$ cat src/verilog/receive_chain_params.svh
// Purpose: register indexes, field positions, codes and reset value of the receive chain bank
// Assumes: included by bare name wherever the bank's constants are needed
// Notes: a register's byte address on the bus is four times its index
`ifndef RECEIVE_CHAIN_PARAMS_SVH
`define RECEIVE_CHAIN_PARAMS_SVH
// Register indexes
`define IDX_SYNC 6'h0a
`define IDX_FILT 6'h33
`define IDX_TERM 6'h34
`define IDX_CWP 6'h36
`define IDX_PHLO 6'h37
`define IDX_PHHI 6'h38
`define IDX_PRE 6'h39
`define IDX_ATT 6'h3b
`define IDX_XTRA 6'h3d
`define IDX_STAT 6'h3e
// Writable bits of each register; all others are reserved
`define MSK_SYNC 16'h0100
`define MSK_FILT 16'h20ff
`define MSK_TERM 16'h803f
`define MSK_CWP 16'h0f40
`define MSK_PH 16'hffff
`define MSK_ATT 16'h03fc
`define MSK_XTRA 16'he000
`define RST_VAL 16'h0000
// Field positions
`define B_SYNC 8
`define F_FILT 3:0
`define B_LOOP 4
`define F_CLIP 7:5
`define B_AGAIN 13
`define F_TERM 4:0
`define B_TERM_EN 5
`define B_PRE_EN 15
`define B_CLKTYPE 6
`define B_PATH 8
`define B_SUMDIS 9
`define F_RATIO 11:10
`define F_HPC 3:2
`define F_ATT 6:4
`define B_ATT_EN 7
`define B_SUMPWR 8
`define B_ROUTE 9
`define B_LIMIT 13
`define B_XLP 14
`define B_DEEP 15
// Field codes and the values they select
`define FC_10 4'h8
`define FC_15 4'h0
`define FC_20 4'h4
`define FC_30 4'h6
`define FC_35 4'h5
`define FC_50 4'h7
`define MHZ_10 6'h0a
`define MHZ_15 6'h0f
`define MHZ_20 6'h14
`define MHZ_30 6'h1e
`define MHZ_35 6'h23
`define MHZ_50 6'h32
`define CLIP_LN_M2 3'h0
`define CLIP_LN_0 3'h2
`define CLIP_LP_M2 3'h4
`define CLIP_LP_0 3'h6
`define PM_LOW_NOISE 2'h0
`define AG_LO_DB 5'h18
`define AG_HI_DB 5'h1e
`define PRE_C18 2'h0
`define PRE_C24 2'h1
`define PRE_C15 2'h2
`define PRE_18_DB 5'h12
`define PRE_24_DB 5'h18
`define PRE_15_DB 5'h0f
`define ATT_STEP_DB 6'h06
`define RESP_OKAY 2'h0
`define RESP_SLVERR 2'h2
`define RESP_DECERR 2'h3
`endif

$ cat src/verilog/receive_chain_pkg.sv
// Purpose: types shared by the receive chain register bank
// Assumes: nothing beyond the constants header
// Notes: AXI4-Lite fields keep their published names
package receive_chain_pkg;
   // Master to slave channels
   typedef struct packed {
      logic [31:0] awaddr;
      logic awvalid;
      logic [31:0] wdata;
      logic [3:0] wstrb;
      logic wvalid;
      logic bready;
      logic [31:0] araddr;
      logic arvalid;
      logic rready;
   } axil_req_t;
   // Slave to master channels
   typedef struct packed {
      logic awready;
      logic wready;
      logic bvalid;
      logic [1:0] bresp;
      logic arready;
      logic rvalid;
      logic [31:0] rdata;
      logic [1:0] rresp;
   } axil_rsp_t;
   // Write side progress
   typedef enum logic [1:0] {WS_COLLECT = 2'b01, WS_RESP = 2'b10} wr_state_t;
   // Effective clamp of the amplifier output
   typedef enum logic [3:0] {
      CLIP_OFF = 4'b0001,
      CLIP_M2 = 4'b0010,
      CLIP_0 = 4'b0100,
      CLIP_M6 = 4'b1000
   } clip_level_t;
   // Decoded settings handed to the analog chain
   typedef struct packed {
      logic [5:0] filter_mhz;
      logic filter_code_ok;
      logic extra_lowpass_enable;
      logic amp_offset_loop_on;
      logic [4:0] amp_gain_db;
      clip_level_t amp_clip;
      logic [4:0] term_resistor_bits;
      logic single_rate_clock_type;
      logic path_select;
      logic summer_on;
      logic [4:0] wave_clock_ratio;
      logic [31:0] chan_mix_phase;
      logic [39:0] chan_preamp_db;
      logic [1:0] preamp_highpass_corner;
      logic [5:0] atten_db;
      logic amp_route_test;
      logic converter_input_limit;
      logic pattern_sync;
   } analog_cfg_t;
endpackage

$ cat src/verilog/receive_chain_config_regs.sv
// Purpose: AXI4-Lite register bank and decoders for the analog receive chain
// Assumes: power mode comes from logic on clk_i; a single AXI4-Lite master
// Notes: register byte address is four times its index; 16-bit data in low lanes
// Contract
// - With pattern sync set, all channel ramps start on one cycle.
// - Filter corner codes map to 10, 15, 20, 30, 35, 50 MHz.
// - Integrator control one turns the amplifier offset loop off.
// - Clamp code decodes differently in low-noise and low/medium power mode.
// - Amplifier gain select gives 24 dB at zero, 30 dB at one.
// - Termination resistor bits act only while their enable is one.
// - Single-rate clock select: zero CMOS, one differential input.
// - Path select zero imaging, one continuous wave; host powers others down.
// - Summer disable bit, one disables, acts only in continuous-wave mode.
// - Clock ratio field gives 16x, 8x, 4x or 1x.
// - Eight 4-bit mixer phases, channels one-four low, five-eight high.
// - Preamp gain 18, 24, 15 dB per channel, only with enable set.
// - Enabled attenuator gives N times 6 dB; code zero gives none.
// - Summer power bit, zero powers down, acts only in imaging test.
// - Route-test bit puts amplifier outputs on continuous-wave outputs.
// - Converter input limit bit one enables the extra clamp.
// - Extra 5 MHz lowpass enable; host pairs it with 10 MHz corner.
// - Deep clip bit overrides the clamp level field.
// - Deep clip only valid at 24 dB amplifier gain.
//
// Register access over AXI4-Lite was chosen for this implementation.
`timescale 1ns/1ps
`include "receive_chain_params.svh"
module receive_chain_config_regs
   import receive_chain_pkg::*;
(
   // Clock and reset
   input wire logic clk_i,
   input wire logic rstn_i,
   // Register bus
   input wire axil_req_t axi_req_i,
   output axil_rsp_t axi_rsp_o,
   // Power mode of the chain
   input wire logic [1:0] power_mode_i,
   // Ramp start requests and aligned starts
   input wire logic [7:0] ramp_req_i,
   output logic [7:0] ramp_start_o,
   // Decoded analog settings
   output analog_cfg_t cfg_o
);
   localparam int NREG = 9;
   localparam int NCH = 8;

   // Storage slots
   localparam logic [3:0] S_SYNC = 4'h0;
   localparam logic [3:0] S_FILT = 4'h1;
   localparam logic [3:0] S_TERM = 4'h2;
   localparam logic [3:0] S_CWP = 4'h3;
   localparam logic [3:0] S_PHLO = 4'h4;
   localparam logic [3:0] S_PHHI = 4'h5;
   localparam logic [3:0] S_PRE = 4'h6;
   localparam logic [3:0] S_ATT = 4'h7;
   localparam logic [3:0] S_XTRA = 4'h8;

   typedef logic [15:0] reg_word_t;

   // Writable bits per slot, highest slot first
   localparam reg_word_t [NREG-1:0] MASKS = {
      `MSK_XTRA,
      `MSK_ATT,
      `MSK_PH,
      `MSK_PH,
      `MSK_PH,
      `MSK_CWP,
      `MSK_TERM,
      `MSK_FILT,
      `MSK_SYNC
   };

   // Read-only status word
   typedef struct packed {
      logic [6:0] spare;
      logic preamp_applied;
      logic term_applied;
      logic cw_mode;
      logic summer_on;
      clip_level_t amp_clip;
      logic filter_code_ok;
   } status_t;

   // All state of the bank
   typedef struct packed {
      reg_word_t [NREG-1:0] regs;
      analog_cfg_t cfg;
   } state_t;

   state_t st_r;
   state_t st_nxt;

   // Bus side handshake wires
   logic wr_req;
   logic [31:0] wr_addr;
   logic [31:0] wr_data;
   logic [3:0] wr_strb;
   logic [1:0] wr_resp;
   logic [31:0] rd_addr;
   logic [31:0] rd_data;
   logic [1:0] rd_resp;
   logic [4:0] wr_hit;
   logic [4:0] rd_hit;
   status_t status;

   // Decoded pieces feeding the next configuration
   wire logic [39:0] pre_db;
   logic deep_eff;
   logic low_noise;

   // Byte address to {hit, slot}; addresses above the map miss
   function automatic logic [4:0] slot_of(input logic [31:0] addr);
      logic [5:0] idx;
      idx = addr[7:2];
      slot_of = 5'h00;
      if (addr[31:8] != 24'h000000) begin
         slot_of = 5'h00;
      end else if (idx == `IDX_SYNC) begin
         slot_of = {1'b1, S_SYNC};
      end else if (idx == `IDX_FILT) begin
         slot_of = {1'b1, S_FILT};
      end else if (idx == `IDX_TERM) begin
         slot_of = {1'b1, S_TERM};
      end else if (idx == `IDX_CWP) begin
         slot_of = {1'b1, S_CWP};
      end else if (idx == `IDX_PHLO) begin
         slot_of = {1'b1, S_PHLO};
      end else if (idx == `IDX_PHHI) begin
         slot_of = {1'b1, S_PHHI};
      end else if (idx == `IDX_PRE) begin
         slot_of = {1'b1, S_PRE};
      end else if (idx == `IDX_ATT) begin
         slot_of = {1'b1, S_ATT};
      end else if (idx == `IDX_XTRA) begin
         slot_of = {1'b1, S_XTRA};
      end
   endfunction

   // True for the read-only status word
   function automatic logic is_status(input logic [31:0] addr);
      is_status = (addr[31:8] == 24'h000000) && (addr[7:2] == `IDX_STAT);
   endfunction

   // Byte-lane merge; reserved bits never take a written value
   function automatic reg_word_t merge(input reg_word_t old, input reg_word_t val,
                                       input logic [1:0] strb, input reg_word_t msk);
      reg_word_t m;
      m = {{8{strb[1]}}, {8{strb[0]}}} & msk;
      merge = (old & ~m) | (val & m);
   endfunction

   // Per-channel preamplifier gain in dB, zero while not applied or reserved
   function automatic logic [4:0] preamp_db(input logic [1:0] code, input logic apply);
      preamp_db = 5'h00;
      if (apply) begin
         case (code)
            `PRE_C18: preamp_db = `PRE_18_DB;
            `PRE_C24: preamp_db = `PRE_24_DB;
            `PRE_C15: preamp_db = `PRE_15_DB;
            default: preamp_db = 5'h00;
         endcase
      end
   endfunction

   // Bus slave
   axil_port u_bus (
      .clk_i(clk_i),
      .rstn_i(rstn_i),
      .req_i(axi_req_i),
      .rsp_o(axi_rsp_o),
      .wr_req_o(wr_req),
      .wr_addr_o(wr_addr),
      .wr_data_o(wr_data),
      .wr_strb_o(wr_strb),
      .wr_resp_i(wr_resp),
      .rd_addr_o(rd_addr),
      .rd_data_i(rd_data),
      .rd_resp_i(rd_resp)
   );

   // Ramp start alignment across the eight channels
   ramp_align #(
      .CHANNELS(NCH)
   ) u_ramp (
      .clk_i(clk_i),
      .rstn_i(rstn_i),
      .sync_en_i(st_r.regs[S_SYNC][`B_SYNC]),
      .req_i(ramp_req_i),
      .start_o(ramp_start_o)
   );

   // Per-channel preamplifier decode, gated by the shared enable
   genvar ch;
   generate
      for (ch = 0; ch < NCH; ch++) begin : g_pre
         assign pre_db[5*ch +: 5] = preamp_db(st_r.regs[S_PRE][2*ch +: 2],
                                              st_r.regs[S_TERM][`B_PRE_EN]);
      end
   endgenerate

   // Address decode for both directions
   assign wr_hit = slot_of(wr_addr);
   assign rd_hit = slot_of(rd_addr);

   // Status word shows the decoded state, plus the raw preamp and termination enable bits
   always_comb begin
      status = '0;
      status.preamp_applied = st_r.regs[S_TERM][`B_PRE_EN];
      status.term_applied = st_r.regs[S_TERM][`B_TERM_EN];
      status.cw_mode = st_r.cfg.path_select;
      status.summer_on = st_r.cfg.summer_on;
      status.amp_clip = st_r.cfg.amp_clip;
      status.filter_code_ok = st_r.cfg.filter_code_ok;
   end

   // Answers: status is read-only, anything unmapped is a decode error
   always_comb begin
      wr_resp = `RESP_OKAY;
      if (!wr_hit[4]) begin
         wr_resp = is_status(wr_addr) ? `RESP_SLVERR : `RESP_DECERR;
      end
      rd_data = 32'h00000000;
      rd_resp = `RESP_OKAY;
      if (rd_hit[4]) begin
         rd_data = {16'h0000, st_r.regs[rd_hit[3:0]]};
      end else if (is_status(rd_addr)) begin
         rd_data = {16'h0000, status};
      end else begin
         rd_resp = `RESP_DECERR;
      end
   end

   // Clamp qualifiers: deep clip only counts at the low gain setting
   assign deep_eff = st_r.regs[S_XTRA][`B_DEEP] && !st_r.regs[S_FILT][`B_AGAIN];
   assign low_noise = (power_mode_i == `PM_LOW_NOISE);

   // Next state: register writes, then decode of the current fields
   always_comb begin
      st_nxt = st_r;
      if (wr_req && wr_hit[4]) begin
         st_nxt.regs[wr_hit[3:0]] = merge(st_r.regs[wr_hit[3:0]], wr_data[15:0],
                                          wr_strb[1:0], MASKS[wr_hit[3:0]]);
      end

      // Filter corner; unlisted codes are flagged, not guessed
      st_nxt.cfg.filter_code_ok = 1'b1;
      case (st_r.regs[S_FILT][`F_FILT])
         `FC_10: st_nxt.cfg.filter_mhz = `MHZ_10;
         `FC_15: st_nxt.cfg.filter_mhz = `MHZ_15;
         `FC_20: st_nxt.cfg.filter_mhz = `MHZ_20;
         `FC_30: st_nxt.cfg.filter_mhz = `MHZ_30;
         `FC_35: st_nxt.cfg.filter_mhz = `MHZ_35;
         `FC_50: st_nxt.cfg.filter_mhz = `MHZ_50;
         default: begin
            st_nxt.cfg.filter_mhz = 6'h00;
            st_nxt.cfg.filter_code_ok = 1'b0;
         end
      endcase
      // Extra lowpass is passed on; pairing with the 10 MHz corner is software's job
      st_nxt.cfg.extra_lowpass_enable = st_r.regs[S_XTRA][`B_XLP];

      // Amplifier offset loop and gain
      st_nxt.cfg.amp_offset_loop_on = !st_r.regs[S_FILT][`B_LOOP];
      st_nxt.cfg.amp_gain_db = st_r.regs[S_FILT][`B_AGAIN] ? `AG_HI_DB : `AG_LO_DB;

      // Clamp: deep clip wins, else the field decoded by power mode
      st_nxt.cfg.amp_clip = CLIP_OFF;
      if (deep_eff) begin
         st_nxt.cfg.amp_clip = CLIP_M6;
      end else if (low_noise) begin
         if (st_r.regs[S_FILT][`F_CLIP] == `CLIP_LN_M2) begin
            st_nxt.cfg.amp_clip = CLIP_M2;
         end else if (st_r.regs[S_FILT][`F_CLIP] == `CLIP_LN_0) begin
            st_nxt.cfg.amp_clip = CLIP_0;
         end
      end else begin
         if (st_r.regs[S_FILT][`F_CLIP] == `CLIP_LP_M2) begin
            st_nxt.cfg.amp_clip = CLIP_M2;
         end else if (st_r.regs[S_FILT][`F_CLIP] == `CLIP_LP_0) begin
            st_nxt.cfg.amp_clip = CLIP_0;
         end
      end

      // Individual termination resistors only under their enable
      st_nxt.cfg.term_resistor_bits = st_r.regs[S_TERM][`B_TERM_EN] ?
                                      st_r.regs[S_TERM][`F_TERM] : 5'h00;

      // Continuous-wave clocking and path
      st_nxt.cfg.single_rate_clock_type = st_r.regs[S_CWP][`B_CLKTYPE];
      st_nxt.cfg.path_select = st_r.regs[S_CWP][`B_PATH];
      case (st_r.regs[S_CWP][`F_RATIO])
         2'h0: st_nxt.cfg.wave_clock_ratio = 5'h10;
         2'h1: st_nxt.cfg.wave_clock_ratio = 5'h08;
         2'h2: st_nxt.cfg.wave_clock_ratio = 5'h04;
         default: st_nxt.cfg.wave_clock_ratio = 5'h01;
      endcase

      // Summing amplifier: each control bit acts only in its own mode
      st_nxt.cfg.summer_on = 1'b0;
      if (st_r.regs[S_CWP][`B_PATH]) begin
         st_nxt.cfg.summer_on = !st_r.regs[S_CWP][`B_SUMDIS];
      end else if (st_r.regs[S_ATT][`B_ROUTE]) begin
         st_nxt.cfg.summer_on = st_r.regs[S_ATT][`B_SUMPWR];
      end

      // Mixer phases, channel one in the lowest nibble
      st_nxt.cfg.chan_mix_phase = {st_r.regs[S_PHHI], st_r.regs[S_PHLO]};
      st_nxt.cfg.chan_preamp_db = pre_db;
      st_nxt.cfg.preamp_highpass_corner = st_r.regs[S_ATT][`F_HPC];

      // Attenuator in whole 6 dB steps
      st_nxt.cfg.atten_db = 6'h00;
      if (st_r.regs[S_ATT][`B_ATT_EN]) begin
         st_nxt.cfg.atten_db = 6'({3'h0, st_r.regs[S_ATT][`F_ATT]} * `ATT_STEP_DB);
      end

      // Test routing and input limiter
      st_nxt.cfg.amp_route_test = st_r.regs[S_ATT][`B_ROUTE];
      st_nxt.cfg.converter_input_limit = st_r.regs[S_XTRA][`B_LIMIT];
      st_nxt.cfg.pattern_sync = st_r.regs[S_SYNC][`B_SYNC];
   end

   assign cfg_o = st_r.cfg;

   // State register; reset clears registers and decoded settings, clamp off, until the first decode
   always_ff @(posedge clk_i or negedge rstn_i) begin
      if (!rstn_i) begin
         st_r.regs <= {NREG{`RST_VAL}};
         st_r.cfg <= '0;
         st_r.cfg.amp_clip <= CLIP_OFF;
      end else begin
         st_r <= st_nxt;
      end
   end
endmodule // receive_chain_config_regs

$ cat src/verilog/axil_port.sv
// Purpose: AXI4-Lite slave front end of the receive chain register bank
// Assumes: the register side answers combinationally in the cycle a request shows
// Notes: one write and one read under way at a time
`timescale 1ns/1ps
module axil_port
   import receive_chain_pkg::*;
(
   // Clock and reset
   input wire logic clk_i,
   input wire logic rstn_i,
   // Bus side
   input wire axil_req_t req_i,
   output axil_rsp_t rsp_o,
   // Register side
   output logic wr_req_o,
   output logic [31:0] wr_addr_o,
   output logic [31:0] wr_data_o,
   output logic [3:0] wr_strb_o,
   input wire logic [1:0] wr_resp_i,
   output logic [31:0] rd_addr_o,
   input wire logic [31:0] rd_data_i,
   input wire logic [1:0] rd_resp_i
);
   typedef struct packed {
      wr_state_t ws;
      logic aw_got;
      logic w_got;
      logic [31:0] awaddr;
      logic [31:0] wdata;
      logic [3:0] wstrb;
      axil_rsp_t rsp;
   } state_t;
   localparam state_t ST_RST = '{ws: WS_COLLECT, default: '0};
   state_t st_r;
   state_t st_nxt;

   // Write is shown once both halves are held; read decodes the live address
   assign wr_req_o = (st_r.ws == WS_COLLECT) && st_r.aw_got && st_r.w_got;
   assign wr_addr_o = st_r.awaddr;
   assign wr_data_o = st_r.wdata;
   assign wr_strb_o = st_r.wstrb;
   assign rd_addr_o = req_i.araddr;
   assign rsp_o = st_r.rsp;

   // Address and data are taken in either order, response follows both
   always_comb begin
      st_nxt = st_r;
      if (req_i.awvalid && st_r.rsp.awready) begin
         st_nxt.aw_got = 1'b1;
         st_nxt.awaddr = req_i.awaddr;
      end
      if (req_i.wvalid && st_r.rsp.wready) begin
         st_nxt.w_got = 1'b1;
         st_nxt.wdata = req_i.wdata;
         st_nxt.wstrb = req_i.wstrb;
      end
      case (st_r.ws)
         WS_COLLECT: begin
            if (wr_req_o) begin
               st_nxt.ws = WS_RESP;
               st_nxt.aw_got = 1'b0;
               st_nxt.w_got = 1'b0;
               st_nxt.rsp.bvalid = 1'b1;
               st_nxt.rsp.bresp = wr_resp_i;
            end
         end
         WS_RESP: begin
            if (req_i.bready) begin
               st_nxt.ws = WS_COLLECT;
               st_nxt.rsp.bvalid = 1'b0;
            end
         end
         default: st_nxt.ws = WS_COLLECT;
      endcase
      // Readies drop while a half is held, so the master is stalled, not ignored
      st_nxt.rsp.awready = !st_nxt.aw_got && (st_nxt.ws == WS_COLLECT);
      st_nxt.rsp.wready = !st_nxt.w_got && (st_nxt.ws == WS_COLLECT);
      if (req_i.arvalid && st_r.rsp.arready) begin
         st_nxt.rsp.rvalid = 1'b1;
         st_nxt.rsp.rdata = rd_data_i;
         st_nxt.rsp.rresp = rd_resp_i;
      end else if (req_i.rready && st_r.rsp.rvalid) begin
         st_nxt.rsp.rvalid = 1'b0;
      end
      st_nxt.rsp.arready = !st_nxt.rsp.rvalid;
   end

   // State register
   always_ff @(posedge clk_i or negedge rstn_i) begin
      if (!rstn_i) begin
         st_r <= ST_RST;
      end else begin
         st_r <= st_nxt;
      end
   end
endmodule // axil_port

$ cat src/verilog/ramp_align.sv
// Purpose: aligns the start of the per-channel ramp test sequences
// Assumes: start requests come from logic on clk_i
// Notes: with alignment on, one request starts every channel
`timescale 1ns/1ps
module ramp_align #(
   parameter int CHANNELS = 8
) (
   // Clock and reset
   input wire logic clk_i,
   input wire logic rstn_i,
   // Control and requests
   input wire logic sync_en_i,
   input wire logic [CHANNELS-1:0] req_i,
   // Registered starts
   output logic [CHANNELS-1:0] start_o
);
   typedef struct packed {
      logic [CHANNELS-1:0] start;
   } state_t;
   state_t st_r;
   state_t st_nxt;

   assign start_o = st_r.start;

   // With sync enabled, any request fans out to all channels so their outputs stay in step
   always_comb begin
      st_nxt = st_r;
      st_nxt.start = sync_en_i ? {CHANNELS{|req_i}} : req_i;
   end

   // State register
   always_ff @(posedge clk_i or negedge rstn_i) begin
      if (!rstn_i) begin
         st_r <= '0;
      end else begin
         st_r <= st_nxt;
      end
   end
endmodule // ramp_align

$ cat config.mk
export PLATFORM = sky130hd
export DESIGN_NAME = receive_chain_config_regs
export DESIGN_NICKNAME = d
export VERILOG_FILES = /design/src/verilog/receive_chain_pkg.sv /design/src/verilog/receive_chain_config_regs.sv /design/src/verilog/axil_port.sv /design/src/verilog/ramp_align.sv
export VERILOG_INCLUDE_DIRS = /design/src /design/src/verilog
export SDC_FILE = /design/constraint.sdc
export NUM_CORES = 1
export LEC_CHECK = 0
export ABC_AREA = 1
export BUFFER_PORTS_ARGS = -buffer_cell sky130_fd_sc_hd__buf_2
export CORE_AREA = 2 2 214 216
export DETAILED_ROUTE_END_ITERATION = 6
export DIE_AREA = 0 0 216 218
export PLACE_DENSITY = 0.69
export SKIP_LAST_GASP = 1
export SYNTH_ARGS = -nofsm -noshare
export SYNTH_HDL_FRONTEND = slang
export SYNTH_HIERARCHICAL = 1
export SYNTH_SLANG_ARGS = --single-unit
$ cat constraint.sdc
create_clock -name clk_i -period 5.58 [get_ports clk_i]
set_clock_uncertainty 0.1 [all_clocks]
set_input_delay 0.558 -clock clk_i [delete_from_list [all_inputs] [get_ports clk_i]]
set_output_delay 0.558 -clock clk_i [all_outputs]
set_load 0.02 [all_outputs]
# Word level (Yosys, flattened, before mapping)
# Memories as Yosys holds them, arrays and structs flattened.
# Index checks and enable logic that the tools add are counted.
# totals
regBits,360
rom_bits,256
input_bits,117
output_inout_bits,163
elab_cells,219
memories,1
# mem_list
name,words,width,read_ports,rd_ports_with_merged_regs,write_ports,line,rtl
(no name shown),16,16,1,0,0,receive_chain_config_regs.sv:243,"wr_strb[1:0], MASKS[wr_hit[3:0]]);"
# classes
n_mul,1
magnitude_cmp,3
n_eq_ne,51
muxes,76
bitwise,5
n_reduce_logical,40
# op_table
operator,count
two-way mux 5 bit,29
bitwise mux 144 bit,1
one-hot mux 5 bit (3 select lines),9
binary-select mux 16 bit (select 4 bit),2
"equality test 6 bit, second input constant",18
two-way mux 16 bit,5
demux 16 bit (select 4 bit),1
AND 16 bit,3
logical NOT 24 bit,2
nonzero test 24 bit,2
one-hot mux 6 bit (6 select lines),1
"equality test 2 x 1 -> 1 bit, second input constant",11
"equality test 2 bit, second input constant",10
logical NOT 2 bit,10
two-way mux 3 bit,6
"equality test 4 x 3 -> 1 bit, second input constant",4
NOT 16 bit,1
OR 16 bit,1
logical AND 1 bit,13
"equality test 6 x 4 -> 1 bit, second input constant",2
two-way mux 4 bit,3
"less-than comparator 4 x 5 -> 1 bit, second input constant",2
two-way mux 2 bit,5
two-way mux 1 bit,9
19 further kinds,26

# Longest topological paths before layout
# logic_depth
depth_word,18
ltp_mapped,18
ltp_nobuf,16

# Modules after synthesis
# The synthesis kept the hierarchy.
# modules_own_cells
mod,instances,cells_per_inst,area_per_inst_um2,seq_area_each_um2
receive_chain_config_regs,1,1901,14239.9,6132.1
axil_port,1,475,5470.2,2829.0
ramp_align,1,32,302.8,200.2

# Worst setup path after synthesis
# Ideal clock, no wire load.
# synth_path
kind,register to register
start,"register u_bus.st_r, in the netlist u_bus/wr_addr_o[23]"
end,"register st_r, in the netlist st_nxt[52]"
setup_ns,0.119
arrival_ns,2.441
t_required_ns,5.361
setup_slack_ns,2.919
path_stages_with_launch,17
n_path_buf,2
synth_period_minus_slack_ns,2.661
cell_sequence,dfrtp_1 buf_4 nor2_1 nand2_1 nor2_2 nand2_2 nor2_8 buf_6 nand3_1 inv_1 ha_1 nor2_1 nor2_4 nand2_2 nand4_1 nand3_1 nand2_1
# synth_between
elab_chain_len,9
elab_cells_between_ends,18
# synth_lines
element,line,rtl
start: declaration,axil_port.sv:34,state_t st_r;
start signal: assignment,axil_port.sv:93,st_r <= st_nxt;
nonzero test 24 bit *,receive_chain_config_regs.sv:117,if (addr[31:8] != 24'h000000) begin
two-way mux 5 bit *,receive_chain_config_regs.sv:117,
memory read (16 x 16 bit),n/a,
two-way mux 16 bit (implied by the code),receive_chain_config_regs.sv:243,
AND 16 bit,receive_chain_config_regs.sv:149,"m = {{8{strb[1]}}, {8{strb[0]}}} & msk;"
NOT 16 bit,receive_chain_config_regs.sv:150,merge = (old & ~m) | (val & m);
AND 16 bit,receive_chain_config_regs.sv:150,
OR 16 bit,receive_chain_config_regs.sv:150,
bitwise mux 144 bit,receive_chain_config_regs.sv:242,"st_nxt.regs[wr_hit[3:0]] = merge(st_r.regs[wr_hit[3:0]], wr_data[15:0],"
end signal: assignment,receive_chain_config_regs.sv:333,st_r <= st_nxt;
end: declaration,receive_chain_config_regs.sv:91,state_t st_r;
# Every way passes the cells marked *; elsewhere a longest branch is shown, timed or not. The select of a mux whose other input is x is not followed.
# A chain may end at the register's enable or synchronous reset.

# Final worst setup path
# layout_path
start,"register u_bus.st_r, in the netlist u_bus/wr_addr_o[23]"
end,"register st_r, in the netlist st_nxt[66]"
# The elaborated chain is that of the path after synthesis.

==> out/results.ini <==
[status]
status=completed

[timing]
fin_crit_ns=3.606
slew_headroom_pct=23.24
tns_ns=0
worst_slew_pin_slew_ns=1.148
hold_viol=0
fin_ws_ns=1.974
rsz0062_at_grt=no
finalSetupViolations=0
post-route-period-util_pct=64.62
timing.fmax_ghz=0.2773
drv_slew=0

[pwr]
power_mw=6.746
power_leakage_nw=11.53
powerDensity_nw_per_um2=329.5
peakVddDrop_v=0.0002686

[logic_synthesis]
netlist_area_sq_um=19050
ys_warn_count=6
syn_avg_cell_area_sq_um=8.137
syn_inst=2341

[cts]
clkTransAtPathRegs_ns=0.06
cts_tree=built
cts-resized-gates=0
clk_latency_ns=0.57
clock-sinks=346
cts_buffers=41
htreeDepth=2
clockRootBuffer=clkbuf_16
post_cts_buffers=0
cts_buffer_depth=3

[critical_path]
reg2reg_depth=13
cp-start-kind=register
r2r-end=st_nxt[66]
critical_path_arrival_ns=3.95
r2r-start=u_bus/wr_addr_o[23]
crit_start=u_bus/wr_addr_o[23]
setup.worst_path.end=st_nxt[66]
regToRegSetupSlack_ns=1.97
cp.required_ns=5.92
critical_path_class=register to register
end_kind=register
critPathMaxFanout=27

[global_route]
grt_pass1_wl_mm=84.46
grt_util_all_layers_pct=23.29
grt_pass1_vias=14527
grt_start_max_net_pins=158
grt_antenna_before_repair=6
grt_use_met3_pct=6.471
top_usage_layer=met2
grtUsageMet1_pct=32.28
grt_overflow_total=0
grt.met2_usage_pct=34.66

[detailed_routing]
drt_iter0_drc=1801
wl_mm=55.41
vias=15450
viasPerCell=5.209
dr.pass1.iters=6
drc=0
wl_per_cell_microns=18.68
ant_nets=0

[floorplan]
floorplan.core_area_sq_um=44890
die_y_microns=218
num_rows=78
start_util_pct=42.43
dieArea_sq_um=47090
die_w_microns=216
pin_count=280

[place]
place_congestion=0.9043
hpwl_mm=36.34
port_buffers=254
dp_slack_ns=1.915
postPlaceCellArea_sq_um=18950

[cells_and_area]
syn_to_final_growth_pct=7.475
drive_gt1_share_pct=20.32
utilization_pct=45.60
design_area_sq_um=20470
layout.nets=2483
fillCellCount=4374

[run]
max_cap_violations=0

[worst_hold_path]
min_from=axi_req_i[99]
hp-class=input port to register

==> repair_timing <==
item                                   4_1_cts  5_1_grt
setup endpoints to repair                    0        0
endpoints found under the hold margin       38        0
hold buffers                                 1        0
==> stage by stage <==
step	hold slack, ns	cells
after floorplan	0.1624	2359
after global placement	0.2893	2886
after detailed placement	0.2903	2886
after CTS	0.07233	2962
after global routing	0.08161	2963
final	0.09037	2966
==> worst min-delay path by stage <==
stage	end	slack, ns	depth (start not counted)
2_1_floorplan	cfg_o[0]	0.16	0
3_3_place_gp	st_r[245]	0.29	0
3_5_place_dp	st_r[244]	0.29	0
4_1_cts	u_bus/wr_addr_o[29]	0.07	3
5_1_grt	u_bus/wr_addr_o[9]	0.08	3
6_report	u_bus/wr_addr_o[26]	0.09	3
==> report_power, final <==
part,switching (mW),leakage (nW),internal [mW]
sequential,0.181,4.62,2.75
combinational,0.507,6.18,0.325
clock,1.09,0.731,1.90
total,1.78,11.5,4.97
==> layout make-up <==
cell class | instances | area, sq um | share of cell area [%]
antenna | 4 | 10.01 | 0.04889
clock buffer | 59 | 1186 | 5.794
multi-input combinational | 1487 | 7418 | 36.23
timing repair buffer | 270 | 1441 | 7.040
inverter | 184 | 690.7 | 3.373
sequential | 346 | 8661 | 42.30
tap | 600 | 750.7 | 3.667
clock inverter | 16 | 315.3 | 1.540
==> per-layer routing <==
| layer | vias to the layer above | part of all wire [%] |
|---|---|---|
| li1 | 7125 | - |
| met2 | 948 | 43 |
| met5 | - | 0.069 |
| met4 | 6 | 3.9 |
| met1 | 7203 | 41 |
| met3 | 168 | 12 |
==> state kept, by name, indices dropped and copies added, names as in the netlist <==
name and count:
cfg_o 101, st_nxt 40, u_bus/wr_addr_o 30, u_bus/wr_strb_o 2
u_bus/rsp_o 41, st_r 104, u_bus/wr_data_o 16, u_ramp/start_o 8
u_bus/st_r 4
==> worst max-delay path, stage by stage (launching register included) <==
cell and delay, ns:
dfrtp_1 0.38, nor2_1 0.12, nand2_1 0.07, nor2_2 0.16, nand2_2 0.11, nor2_8 0.38, nand2_2 0.50, inv_2 0.71
nand2_1 0.12, nand3_1 0.12, nand2_1 0.08, or2_0 0.38, nand3_1 0.16, nand2_1 0.06
==> cell usage in the layout (no fill, tap or decap), types with 12 or more instances in the layout <==
master	instances
dfrtp_1	344
o21ai_0	15
nand2_2	14
nand2_1	769
inv_2	21
clkbuf_16	43
buf_4	12
inv_1	163
nor3_1	12
nand3_1	311
or2_2	12
buf_2	253
o211ai_1	25
mux2_4	16
nand4_1	13
a21oi_1	22
mux2_2	36
nor2_1	121
ha_1	35
nand3_2	13
conb_1	20
Power figures use the tool's default switching activity.
